$ cat config.mk
export PLATFORM = sky130hd
export DESIGN_NAME = safe_velocity_window_monitor
export DESIGN_NICKNAME = d
export VERILOG_FILES = /design/src/include/velocity_monitor_pkg.sv /design/src/design/speed_window_monitor.sv /design/src/design/activated_speed_monitor.sv /design/src/design/safe_velocity_window_monitor.sv
export VERILOG_INCLUDE_DIRS = /design/src /design/src/include
export SDC_FILE = /design/constraint.sdc
export NUM_CORES = 2
export LEC_CHECK = 0
export BUFFER_PORTS_ARGS = -buffer_cell sky130_fd_sc_hd__buf_2
export CAP_MARGIN = 0
export CORE_ASPECT_RATIO = 0.7
export CORE_MARGIN = 1.5
export CORE_UTILIZATION = 45
export CTS_CLUSTER_DIAMETER = 60
export DETAILED_ROUTE_END_ITERATION = 7
export HOLD_SLACK_MARGIN = 0.15
export PLACE_DENSITY_LB_ADDON = 0.15
export SLEW_MARGIN = 0
export SYNTH_ARGS = -nofsm -noshare
export SYNTH_HDL_FRONTEND = slang
export SYNTH_SLANG_ARGS = --single-unit
$ cat constraint.sdc
create_clock -name clk -period 9.1 [get_ports clk]
set_input_delay 0.91 -clock clk [delete_from_list [all_inputs] [get_ports clk]]
set_output_delay 0.91 -clock clk [all_outputs]
set_load 0.01 [all_outputs]
$ cat src/include/velocity_monitor_params.svh
// register offsets, field positions, reset values and timing of the velocity window monitor
`ifndef VELOCITY_MONITOR_PARAMS_SVH
`define VELOCITY_MONITOR_PARAMS_SVH

// ************************************************************
// timing
// ************************************************************
`define CLK_PERIOD_NS 25
`define MS_NS 1000000
`define MS_CYCLES (`MS_NS / `CLK_PERIOD_NS)
`define TP_PERIOD_MS 4'hf
`define TP_WIDTH_NS 500
`define TP_WIDTH_CYCLES ((`TP_WIDTH_NS + `CLK_PERIOD_NS - 1) / `CLK_PERIOD_NS)

// ************************************************************
// register map
// ************************************************************
`define REG_CTRL 12'h000
`define REG_STATUS 12'h004
`define REG_OUTSEL 12'h008
`define REG_INST_BASE 12'h040
`define INST_COUNT 8
`define W_LIMITS 2'h0
`define W_TIMES 2'h1
`define W_DECEL 2'h2
`define W_STATE 2'h3

// ************************************************************
// fields
// ************************************************************
`define F_UPPER 0
`define F_LOWER 16
`define F_TIMEOUT 0
`define F_DWELL 8
`define F_DDELAY 16
`define F_REACT 24
`define F_SRC_IN 26
`define F_SRC_BUS 27
`define F_DECEL_EN 8
`define F_PAIR01 16
`define F_PAIR23 17

// ************************************************************
// reset values and state codes
// ************************************************************
`define CTRL_RST 32'h0000_0000
`define OUTSEL_RST 32'h0000_0000
`define LIM_LIMITS_RST 32'h0000_0001
`define RNG_LIMITS_RST 32'h0000_0000
`define TIMES_RST 32'h0101_0102
`define DECEL_RST 32'h0000_0000
`define CODE_IDLE 3'h0
`define CODE_WAIT 3'h1
`define CODE_MON 3'h2
`define CODE_FAIL 3'h5

`endif

$ cat src/include/velocity_monitor_pkg.sv
// types shared by the velocity window monitor
package velocity_monitor_pkg;
   typedef enum logic [3:0] {
      ST_IDLE = 4'h1,
      ST_WAIT = 4'h2,
      ST_MON = 4'h4,
      ST_FAIL = 4'h8
   } mon_state_t;
   typedef enum logic [1:0] {
      RC_NONE = 2'h0,
      RC_CUTOFF = 2'h1,
      RC_STOP_ONE = 2'h2,
      RC_STANDSTILL = 2'h3
   } reaction_t;
endpackage

$ cat src/design/speed_window_monitor.sv
// report-only speed window check with in-range flag
`timescale 1ns/1ps
`include "velocity_monitor_params.svh"
module speed_window_monitor (
   input wire logic clk,
   input wire logic sys_rst,
   input wire logic enable,
   input wire logic signed [15:0] velocity,
   input wire logic signed [15:0] upperLimit,
   input wire logic signed [15:0] lowerLimit,
   output logic velocity_within_window,
   output logic [2:0] stateCode
);
   import velocity_monitor_pkg::*;
   logic velocity_within_window_ff, nxt_velocity_within_window;
   logic [2:0] code_ff, nxt_code;

   // no activation and no fault path: enable alone runs it
   always_comb begin
      nxt_velocity_within_window = enable && velocity >= lowerLimit && velocity <= upperLimit;
      nxt_code = enable ? `CODE_MON : `CODE_IDLE;
   end

   always_ff @(posedge clk) begin
      if (sys_rst) begin
         velocity_within_window_ff <= 1'b0;
         code_ff <= `CODE_IDLE;
      end else begin
         velocity_within_window_ff <= nxt_velocity_within_window;
         code_ff <= nxt_code;
      end
   end

   assign velocity_within_window = velocity_within_window_ff;
   assign stateCode = code_ff;

   chk_window_flag: assert property (@(posedge clk) disable iff (sys_rst)
      enable && velocity >= lowerLimit && velocity <= upperLimit |=> velocity_within_window)
      else $error("in-range flag missing for velocity inside window");
endmodule

$ cat src/design/activated_speed_monitor.sv
// activated speed monitor: limited-speed (absolute) or speed-range mode
`timescale 1ns/1ps
`include "velocity_monitor_params.svh"
module activated_speed_monitor (
   input wire logic clk,
   input wire logic sys_rst,
   input wire logic msTick,
   input wire logic enable,
   input wire logic activateReq,
   input wire logic absMode,
   input wire logic decelEn,
   input wire logic signed [15:0] velocity,
   input wire logic signed [15:0] upperLimit,
   input wire logic signed [15:0] lowerLimit,
   input wire logic [7:0] timeoutMs,
   input wire logic [7:0] dwellMs,
   input wire logic [7:0] decelDelayMs,
   input wire logic [15:0] decelLimit,
   output logic active,
   output logic [2:0] stateCode,
   output logic faultActive
);
   import velocity_monitor_pkg::*;
   mon_state_t state_ff, nxt_state;
   logic [7:0] elapsed_ff, nxt_elapsed, dwell_ff, nxt_dwell, elapsedInc;
   logic [16:0] ramp_ff, nxt_ramp, absVel;
   logic signed [16:0] sVel;
   logic inWin, overRamp, decelDue, run;

   always_comb begin
      sVel = {velocity[15], velocity};
      absVel = sVel[16] ? 17'(-sVel) : 17'(sVel);
      if (absMode)
         inWin = !upperLimit[15] && absVel <= {1'b0, upperLimit};
      else
         inWin = velocity >= lowerLimit && velocity <= upperLimit;
      overRamp = absVel > ramp_ff;
      decelDue = decelEn && elapsed_ff >= decelDelayMs;
      run = enable && activateReq;
      elapsedInc = (elapsed_ff == 8'hff) ? elapsed_ff : 8'(elapsed_ff + 8'h01);
      nxt_state = state_ff;
      nxt_elapsed = elapsed_ff;
      nxt_dwell = dwell_ff;
      nxt_ramp = ramp_ff;
      unique case (state_ff)
         ST_IDLE: begin
            if (run) begin
               nxt_state = ST_WAIT;
               nxt_elapsed = 8'h00;
               nxt_dwell = 8'h00;
               nxt_ramp = absVel;
            end
         end
         ST_WAIT: begin
            if (!run)
               nxt_state = ST_IDLE;
            else if (decelDue && overRamp)
               nxt_state = ST_FAIL;
            else if (msTick) begin
               nxt_elapsed = elapsedInc;
               nxt_dwell = inWin ? ((dwell_ff == 8'hff) ? dwell_ff : 8'(dwell_ff + 8'h01)) : 8'h00;
               nxt_ramp = (ramp_ff > {1'b0, decelLimit}) ? 17'(ramp_ff - {1'b0, decelLimit}) : 17'h0;
               // first of timeout or dwell inside limits wins
               if (elapsedInc >= timeoutMs || (inWin && nxt_dwell >= dwellMs))
                  nxt_state = ST_MON;
            end
         end
         ST_MON: begin
            if (!run)
               nxt_state = ST_IDLE;
            else if (!inWin)
               nxt_state = ST_FAIL;
         end
         ST_FAIL: begin
            // latched: dropping the request does not clear a fault
            if (!enable)
               nxt_state = ST_IDLE;
         end
         default: nxt_state = ST_IDLE;
      endcase
   end

   always_ff @(posedge clk) begin
      if (sys_rst) begin
         state_ff <= ST_IDLE;
         elapsed_ff <= 8'h00;
         dwell_ff <= 8'h00;
         ramp_ff <= 17'h0;
      end else begin
         state_ff <= nxt_state;
         elapsed_ff <= nxt_elapsed;
         dwell_ff <= nxt_dwell;
         ramp_ff <= nxt_ramp;
      end
   end

   always_comb begin
      active = state_ff == ST_MON || state_ff == ST_FAIL;
      faultActive = state_ff == ST_FAIL;
      unique case (state_ff)
         ST_WAIT: stateCode = `CODE_WAIT;
         ST_MON: stateCode = `CODE_MON;
         ST_FAIL: stateCode = `CODE_FAIL;
         default: stateCode = `CODE_IDLE;
      endcase
   end

   chk_fail_code: assert property (@(posedge clk) disable iff (sys_rst)
      faultActive |-> stateCode == 3'h5 && active)
      else $error("failed monitor not reporting code 5 and active");
   chk_window_exit: assert property (@(posedge clk) disable iff (sys_rst)
      state_ff == ST_MON && run && !inWin |=> faultActive && stateCode == 3'h5)
      else $error("leaving window while monitoring did not fault");
   chk_timeout_start: assert property (@(posedge clk) disable iff (sys_rst)
      state_ff == ST_WAIT && run && msTick && !(decelDue && overRamp) && elapsedInc >= timeoutMs
      |=> state_ff == ST_MON && active)
      else $error("activation timeout did not start monitoring");
   chk_decel_ramp: assert property (@(posedge clk) disable iff (sys_rst)
      state_ff == ST_WAIT && run && decelEn && elapsed_ff >= decelDelayMs && absVel > ramp_ff
      |=> faultActive)
      else $error("velocity above ramp did not fault");
   chk_no_early_fault: assert property (@(posedge clk) disable iff (sys_rst)
      $rose(faultActive) |-> $past(state_ff == ST_MON) || $past(decelDue && overRamp))
      else $error("fault without monitoring or ramp violation");
endmodule

$ cat src/design/safe_velocity_window_monitor.sv
// per-axis safe velocity supervision with apb registers and pulsed safe outputs
//
// Added by the designer: the address map and the APB register port.
`timescale 1ns/1ps
`include "velocity_monitor_params.svh"
module safe_velocity_window_monitor #(
   parameter int MS_CYCLES = `MS_CYCLES
) (
   input wire logic clk,
   input wire logic sys_rst,
   input wire logic [11:0] paddr,
   input wire logic psel,
   input wire logic penable,
   input wire logic pwrite,
   input wire logic [31:0] pwdata,
   output logic [31:0] prdata,
   output logic pready,
   output logic pslverr,
   input wire logic signed [15:0] safeVelocity,
   input wire logic [5:0] fieldbusActivate,
   input wire logic [5:0] safeInputActivate,
   output logic [5:0] monitorActive,
   output logic [1:0] windowInRange,
   output logic torqueCutoffReq,
   output logic stopOneReq,
   output logic standstillStopReq,
   output logic [3:0] pulsedOut
);
   import velocity_monitor_pkg::*;

   // ************************************************************
   // address decode
   // ************************************************************
   // instance block index, or INST_COUNT when the address is not a word-aligned address inside one
   function automatic logic [3:0] instOf(input logic [11:0] a);
      logic [11:0] off;
      off = 12'(a - `REG_INST_BASE);
      if (a < `REG_INST_BASE || off[11:4] >= 8'(`INST_COUNT) || a[1:0] != 2'h0)
         instOf = 4'(`INST_COUNT);
      else
         instOf = off[7:4];
   endfunction

   // ************************************************************
   // registers
   // ************************************************************
   logic [31:0] ctrl_ff, nxt_ctrl, outsel_ff, nxt_outsel;
   logic [31:0] limits_ff [`INST_COUNT];
   logic [31:0] nxt_limits [`INST_COUNT];
   logic [31:0] times_ff [6];
   logic [31:0] nxt_times [6];
   logic [31:0] decel_ff [6];
   logic [31:0] nxt_decel [6];
   logic [31:0] prdata_ff, nxt_prdata;
   logic slverr_ff, nxt_slverr;
   logic wrEn, setup;
   logic [3:0] wrInst, rdInst;
   logic [1:0] wrWord, rdWord;

   // per-monitor state
   logic [5:0] monFault;
   logic [5:0] actReq;
   logic [2:0] monCode [6];
   logic [2:0] winCode [2];
   logic [31:0] statusWord;

   always_comb begin
      setup = psel && !penable;
      wrEn = psel && penable && pwrite;
      wrInst = instOf(paddr);
      wrWord = paddr[3:2];
      nxt_ctrl = ctrl_ff;
      nxt_outsel = outsel_ff;
      for (int i = 0; i < `INST_COUNT; i++)
         nxt_limits[i] = limits_ff[i];
      for (int i = 0; i < 6; i++) begin
         nxt_times[i] = times_ff[i];
         nxt_decel[i] = decel_ff[i];
      end
      if (wrEn) begin
         if (paddr == `REG_CTRL)
            nxt_ctrl = pwdata;
         else if (paddr == `REG_OUTSEL)
            nxt_outsel = pwdata;
         else if (wrInst != 4'(`INST_COUNT)) begin
            if (wrWord == `W_LIMITS)
               nxt_limits[wrInst[2:0]] = pwdata;
            else if (wrWord == `W_TIMES && wrInst < 4'h6)
               nxt_times[wrInst[2:0]] = pwdata;
            else if (wrWord == `W_DECEL && wrInst < 4'h6)
               nxt_decel[wrInst[2:0]] = pwdata;
         end
      end
   end

   // read data and error are prepared in the setup cycle so that the slave can
   // answer with zero wait states from flip-flops
   always_comb begin
      rdInst = instOf(paddr);
      rdWord = paddr[3:2];
      nxt_prdata = prdata_ff;
      nxt_slverr = slverr_ff;
      if (setup) begin
         nxt_prdata = 32'h0;
         nxt_slverr = 1'b0;
         if (paddr == `REG_CTRL)
            nxt_prdata = ctrl_ff;
         else if (paddr == `REG_STATUS && !pwrite)
            nxt_prdata = statusWord;
         else if (paddr == `REG_OUTSEL)
            nxt_prdata = outsel_ff;
         else if (rdInst == 4'(`INST_COUNT))
            nxt_slverr = 1'b1;
         else if (rdInst >= 4'h6) begin
            unique case (rdWord)
               `W_LIMITS: nxt_prdata = limits_ff[rdInst[2:0]];
               `W_STATE: nxt_prdata = {29'h0, winCode[rdInst[0]]};
               default: nxt_slverr = 1'b1;
            endcase
         end else begin
            unique case (rdWord)
               `W_LIMITS: nxt_prdata = limits_ff[rdInst[2:0]];
               `W_TIMES: nxt_prdata = times_ff[rdInst[2:0]];
               `W_DECEL: nxt_prdata = decel_ff[rdInst[2:0]];
               `W_STATE: nxt_prdata = {26'h0, monFault[rdInst[2:0]],
                                       monitorActive[rdInst[2:0]], 1'b0, monCode[rdInst[2:0]]};
            endcase
         end
         if (pwrite && (paddr == `REG_STATUS || (rdInst != 4'(`INST_COUNT) && rdWord == `W_STATE)))
            nxt_slverr = 1'b1;
         if (pwrite)
            nxt_prdata = 32'h0;
      end
   end

   always_ff @(posedge clk) begin
      if (sys_rst) begin
         ctrl_ff <= `CTRL_RST;
         outsel_ff <= `OUTSEL_RST;
         prdata_ff <= 32'h0;
         slverr_ff <= 1'b0;
         for (int i = 0; i < `INST_COUNT; i++)
            limits_ff[i] <= (i < 3) ? `LIM_LIMITS_RST : `RNG_LIMITS_RST;
         for (int i = 0; i < 6; i++) begin
            times_ff[i] <= `TIMES_RST;
            decel_ff[i] <= `DECEL_RST;
         end
      end else begin
         ctrl_ff <= nxt_ctrl;
         outsel_ff <= nxt_outsel;
         prdata_ff <= nxt_prdata;
         slverr_ff <= nxt_slverr;
         for (int i = 0; i < `INST_COUNT; i++)
            limits_ff[i] <= nxt_limits[i];
         for (int i = 0; i < 6; i++) begin
            times_ff[i] <= nxt_times[i];
            decel_ff[i] <= nxt_decel[i];
         end
      end
   end

   assign pready = 1'b1;
   assign prdata = prdata_ff;
   assign pslverr = slverr_ff && psel && penable;

   // ************************************************************
   // millisecond tick
   // ************************************************************
   logic [31:0] tickCnt_ff, nxt_tickCnt;
   logic msTick;

   always_comb begin
      msTick = tickCnt_ff == 32'(MS_CYCLES - 1);
      nxt_tickCnt = msTick ? 32'h0 : 32'(tickCnt_ff + 32'h1);
   end

   always_ff @(posedge clk) begin
      if (sys_rst)
         tickCnt_ff <= 32'h0;
      else
         tickCnt_ff <= nxt_tickCnt;
   end

   // ************************************************************
   // monitors
   // ************************************************************
   // 0..2 limited-speed, 3..5 speed-range
   for (genvar g = 0; g < 6; g++) begin : g_mon
      assign actReq[g] = (times_ff[g][`F_SRC_BUS] && fieldbusActivate[g])
                      || (times_ff[g][`F_SRC_IN] && safeInputActivate[g]);
      activated_speed_monitor u_mon (
         .clk(clk),
         .sys_rst(sys_rst),
         .msTick(msTick),
         .enable(ctrl_ff[g]),
         .activateReq(actReq[g]),
         .absMode(g < 3),
         .decelEn(ctrl_ff[`F_DECEL_EN + g]),
         .velocity(safeVelocity),
         .upperLimit(limits_ff[g][`F_UPPER +: 16]),
         .lowerLimit(limits_ff[g][`F_LOWER +: 16]),
         .timeoutMs(times_ff[g][`F_TIMEOUT +: 8]),
         .dwellMs(times_ff[g][`F_DWELL +: 8]),
         .decelDelayMs(times_ff[g][`F_DDELAY +: 8]),
         .decelLimit(decel_ff[g][15:0]),
         .active(monitorActive[g]),
         .stateCode(monCode[g]),
         .faultActive(monFault[g])
      );
   end

   for (genvar g = 0; g < 2; g++) begin : g_win
      speed_window_monitor u_win (
         .clk(clk),
         .sys_rst(sys_rst),
         .enable(ctrl_ff[6 + g]),
         .velocity(safeVelocity),
         .upperLimit(limits_ff[6 + g][`F_UPPER +: 16]),
         .lowerLimit(limits_ff[6 + g][`F_LOWER +: 16]),
         .velocity_within_window(windowInRange[g]),
         .stateCode(winCode[g])
      );
   end

   assign statusWord = {18'h0, monFault, windowInRange, monitorActive};

   // ************************************************************
   // fault reaction requests
   // ************************************************************
   logic cut_ff, stop_ff, hold_ff, nxt_cut, nxt_stop, nxt_hold;

   always_comb begin
      nxt_cut = 1'b0;
      nxt_stop = 1'b0;
      nxt_hold = 1'b0;
      for (int i = 0; i < 6; i++) begin
         if (monFault[i]) begin
            unique case (reaction_t'(times_ff[i][`F_REACT +: 2]))
               RC_CUTOFF: nxt_cut = 1'b1;
               RC_STOP_ONE: nxt_stop = 1'b1;
               RC_STANDSTILL: nxt_hold = 1'b1;
               RC_NONE: nxt_cut = 1'b1;
            endcase
         end
      end
   end

   always_ff @(posedge clk) begin
      if (sys_rst) begin
         cut_ff <= 1'b0;
         stop_ff <= 1'b0;
         hold_ff <= 1'b0;
      end else begin
         cut_ff <= nxt_cut;
         stop_ff <= nxt_stop;
         hold_ff <= nxt_hold;
      end
   end

   assign torqueCutoffReq = cut_ff;
   assign stopOneReq = stop_ff;
   assign standstillStopReq = hold_ff;

   // ************************************************************
   // pulsed safe outputs
   // ************************************************************
   // short low test pulse every period lets the load side detect a stuck output
   logic [3:0] tpMs_ff, nxt_tpMs;
   logic [7:0] tpCnt_ff, nxt_tpCnt;
   logic [3:0] out_ff, nxt_out;
   logic [3:0] sel [4];
   logic [7:0] srcVec;
   logic testLow;

   always_comb begin
      srcVec = {windowInRange, monitorActive};
      testLow = tpCnt_ff != 8'h0;
      nxt_tpMs = tpMs_ff;
      nxt_tpCnt = testLow ? 8'(tpCnt_ff - 8'h1) : 8'h0;
      if (msTick) begin
         nxt_tpMs = (tpMs_ff == `TP_PERIOD_MS) ? 4'h0 : 4'(tpMs_ff + 4'h1);
         if (tpMs_ff == `TP_PERIOD_MS)
            nxt_tpCnt = 8'(`TP_WIDTH_CYCLES);
      end
      for (int k = 0; k < 4; k++)
         sel[k] = outsel_ff[4 * k +: 4];
      if (outsel_ff[`F_PAIR01])
         sel[1] = sel[0];
      if (outsel_ff[`F_PAIR23])
         sel[3] = sel[2];
      for (int k = 0; k < 4; k++)
         nxt_out[k] = sel[k] != 4'h0 && sel[k] <= 4'h8 && srcVec[3'(sel[k] - 4'h1)] && !testLow;
   end

   always_ff @(posedge clk) begin
      if (sys_rst) begin
         tpMs_ff <= 4'h0;
         tpCnt_ff <= 8'h0;
         out_ff <= 4'h0;
      end else begin
         tpMs_ff <= nxt_tpMs;
         tpCnt_ff <= nxt_tpCnt;
         out_ff <= nxt_out;
      end
   end

   assign pulsedOut = out_ff;

   chk_react_route: assert property (@(posedge clk) disable iff (sys_rst)
      monFault[0] && times_ff[0][`F_REACT +: 2] == 2'h1 |=> torqueCutoffReq)
      else $error("torque cutoff not requested for failed monitor");
   chk_reset_defaults: assert property (@(posedge clk)
      $past(sys_rst) && !sys_rst |-> times_ff[0][7:0] == 8'h02 && times_ff[3][15:8] == 8'h01)
      else $error("activation timeout or dwell default wrong");
   chk_dual_channel: assert property (@(posedge clk) disable iff (sys_rst)
      outsel_ff[`F_PAIR01] && $stable(outsel_ff) |-> pulsedOut[0] == pulsedOut[1])
      else $error("paired outputs disagree");
endmodule

==> flow_metrics.tcl <==
set metrics [dict create \
    status "complete, but fails checks" \
    violations "DRC, capacitance limit, slew limit" \
    clock-sinks 1014 \
    holdPathStages 2 \
    path_delay_family "compound AO/OA/AOI/OAI gates" \
    crit_top_cell "buf_4" \
    cts_buffers 117 \
    synth_area_sq_um 62200 \
    reg2reg_from "limits_ff[5][11]$_SDFFE_PP0P_" \
    max_freq_mhz 156 \
    cp_num_buf_inv 3 \
    portBuffers 124 \
    fin_util 0.505 \
    post-route-period-util 0.706 \
    yosys.area.top_type "dfxtp_1" \
    core_area_sq_um 136000 \
    grt_usage 0.383 \
    holdCritStartpoint "times_ff[2][20]$_SDFFE_PP0P_" \
    die_y_um 314 \
    cp.required_ns 9.76 \
    fin_setup_tns_ns 0 \
    drc_errors 25 \
    antenna_found_initial 10 \
    hold_path_class "reg -> reg" \
    post-synth-top-count-cell "nand2_1" \
    critical_path_peak_fanout 33 \
    place.gp.congestion 1.02 \
    synth_top_area_frac 0.326 \
    synth_cell_types 86 \
    setup_viol 0 \
    slew_viol_final 3 \
    cts_tree "done" \
    synthFlopType "dfxtp_1" \
    synth_area_leaders "dfxtp_1 (33%), ha_1 (12%), nand2_1 (11%)" \
    drv_cap 1 \
    grt_max_degree 192 \
    grt_overflow 0 \
    hold_path_end "times_ff[2][20]$_SDFFE_PP0P_" \
    antenna_left 0 \
    postSynth.asyncResetShare 0 \
    start_kind "input pin" \
    nNetsFinal 8783 \
    r2r_slack_ns 4.16 \
    clock_skew_ns 0.0383 \
    r2r_cells 19 \
    tightest_slew_ns 1.56 \
    synth_seq_cells 1014 \
    ios 126 \
    num_vias 63400 \
    die-area_sq_um 140000 \
    worstSetupStartpoint "safeVelocity[6]" \
    vdd_drop_max_v 0.000165 \
    drt_iter0_drc 9448 \
    drive_gt1_frac 0.0760 \
    period_needed_ns 6.43 \
    vias_per_cell 6.29 \
    finalHoldViolCount 0 \
    wl_um 278000 \
    pre_cts_ws_ns 2.16 \
    finalPower_uw 10700 \
    grt_pass1_wl_um 397000 \
    crit_arrival_ns 7.09 \
    hold_buffers 0 \
    cp_cell_sequence "buf_2, or4_1, o31ai_1, nand2_1, xor2_2, buf_4, ha_1, nand4_1, nor2_1, o21ai_0, o221ai_1, a21oi_1, o221ai_4, buf_4, a221oi_1, a211oi_1" \
    cts_max_path_buffers 3 \
    path_class "in -> reg" \
    relSlewSlack -0.0442 \
    syn_area_per_cell_sq_um 7.54 \
    yosysWarnings 0 \
    timing.rr.end "g_mon[5].u_mon.state_ff[1]$_SDFFE_PP0P_" \
    drt_first_pass_iters 8 \
    fp.dieW_um 447 \
    num_rows 113 \
    h-tree-depth 3 \
    cts_resized 0 \
    dp_hpwl_um 195000 \
    start_util 0.456 \
    synth_edf_count 0 \
    grt_pass1_vias 56700 \
    synthTopCellsByCount "nand2_1 (1768), a21oi_1 (1015), dfxtp_1 (1014)" \
    syn_to_final_growth_pct 10.8 \
    setup_slack_ns 2.67 \
    crit_slowest_cell "o221ai_1" \
    worst_path_largest_cell_delay_ns 0.87 \
    endpoint_kind "flip-flop" \
    cts_setup_buffers 0 \
    power.density_nw_per_um2 156 \
    clk-insertion-delay-late_ns 0.80 \
    clk_pin_slew_worst_paths_ns 0.06 \
    rsz0062_at_grt "no" \
    routedWlPerCell_um 27.6 \
    synthCells 8241 \
    cts_root_buffer "clkbuf_16" \
    synth_seq_area_share 0.326 \
    p_leak_uw 0.0244 \
]
==> tightest hold or removal path, delay by kind of cell, from the launching register on <==
family | cells | cell delay [ns]
compound gates | 1 | 0.05
flops | 1 | 0.30
simple gates | 1 | 0.05
==> logic make-up (layout without fill, tap and decap cells) <==
group                      Yosys count  in the layout  synth area share
muxes                              151            151            0.0263
and+or+nand+nor                   2941           2941             0.207
other                                2             15          0.000121
DFF                               1014           1014             0.326
xor gates and xnor gates           175            175            0.0247
buffers and inverters             1121           1101            0.0709
adders and majority gates          584            584             0.118
AOI/OAI and AO/OA                 2253           2253             0.226
==> worst max path at each step <==
stage                                                    to  cells after the start
global placement    g_mon[1].u_mon.state_ff[1]$_SDFFE_PP0P_                     23
finish               g_mon[2].u_mon.ramp_ff[1]$_SDFFE_PP0P_                     16
detailed placement  g_mon[1].u_mon.state_ff[1]$_SDFFE_PP0P_                     23
CTS                 g_mon[1].u_mon.state_ff[1]$_SDFFE_PP0P_                     23
floorplan           g_mon[1].u_mon.state_ff[1]$_SDFFE_PP0P_                     25
global route        g_mon[0].u_mon.state_ff[1]$_SDFFE_PP0P_                     22
==> routing by layer <==
metal,track usage,up-vias,part of all wire
met5,0,-,0.00015
met4,0.145,6,0.043
met3,0.121,595,0.14
met2,0.513,3989,0.38
met1,0.561,30200,0.43
li1,-,28600,-
==> flip-flops by register name, summed over array words and instances, names as in the netlist, 2 cells and up <==
register	count
limits_ff	256
g_win.u_win.velocity_within_window	2
tpCnt_ff	8
ctrl_ff	32
g_mon.u_mon.dwell_ff	48
g_mon.u_mon.ramp_ff	102
decel_ff	192
g_mon.u_mon.elapsed_ff	48
g_win.u_win.stateCode	2
g_mon.u_mon.state_ff	24
tpMs_ff	4
outsel_ff	32
prdata	32
pulsedOut	4
tickCnt_ff	32
times_ff	192
==> area by class of cell <==
class,instances,area (sq um)
clock buffer,163,3410
clock inverter,60,915
timing repair buffer,278,1840
tap,1840,2300
antenna,8,20.0
multi-input combinational,6111,37800
fill,13400,67600
sequential,1014,20300
inverter,600,2250
==> placed cells by master (no fill, tap or decap), types with 19 or more instances in the layout <==
master,n
a2111oi_0,31
a211o_1,20
a211oi_1,134
a21o_1,101
a21oi_1,1015
a221oi_1,89
a22oi_1,35
a31oi_1,88
and3_1,53
buf_2,122
buf_4,151
clkbuf_16,117
clkbuf_8,31
dfxtp_1,1014
ha_1,578
inv_1,599
mux2_2,19
mux2i_1,124
nand2_1,1760
nand2b_1,65
nand3_1,218
nand4_1,109
nor2_1,405
nor2b_1,47
nor3_1,78
nor4_1,21
o2111ai_1,19
o211ai_1,66
o21a_1,71
o21ai_0,233
o221ai_1,57
o22ai_1,99
o31ai_1,22
or3_1,25
xnor2_1,98
xor2_1,65
==> where the power goes <==
| group | leakage [uW] | switching (uW) | internal (uW) |
|---|---|---|---|
| combinational | 0.0141 | 654 | 269 |
| sequential | 0.00817 | 19.0 | 4460 |
| clock | 0.00211 | 2220 | 3130 |
| total | 0.0244 | 2890 | 7850 |
==> stage by stage <==
step / area [sq um] / instances / hold slack [ns]
after floorplan: 62200 / 8246 / 0.426
after global placement: 64500 / 9843 / 0.438
after detailed placement: 64500 / 9843 / 0.441
after CTS: 68900 / 10100 / 0.450
after global routing: 68900 / 10100 / 0.461
final: 68900 / 10100 / 0.450
Power figures use the tool's default switching activity.
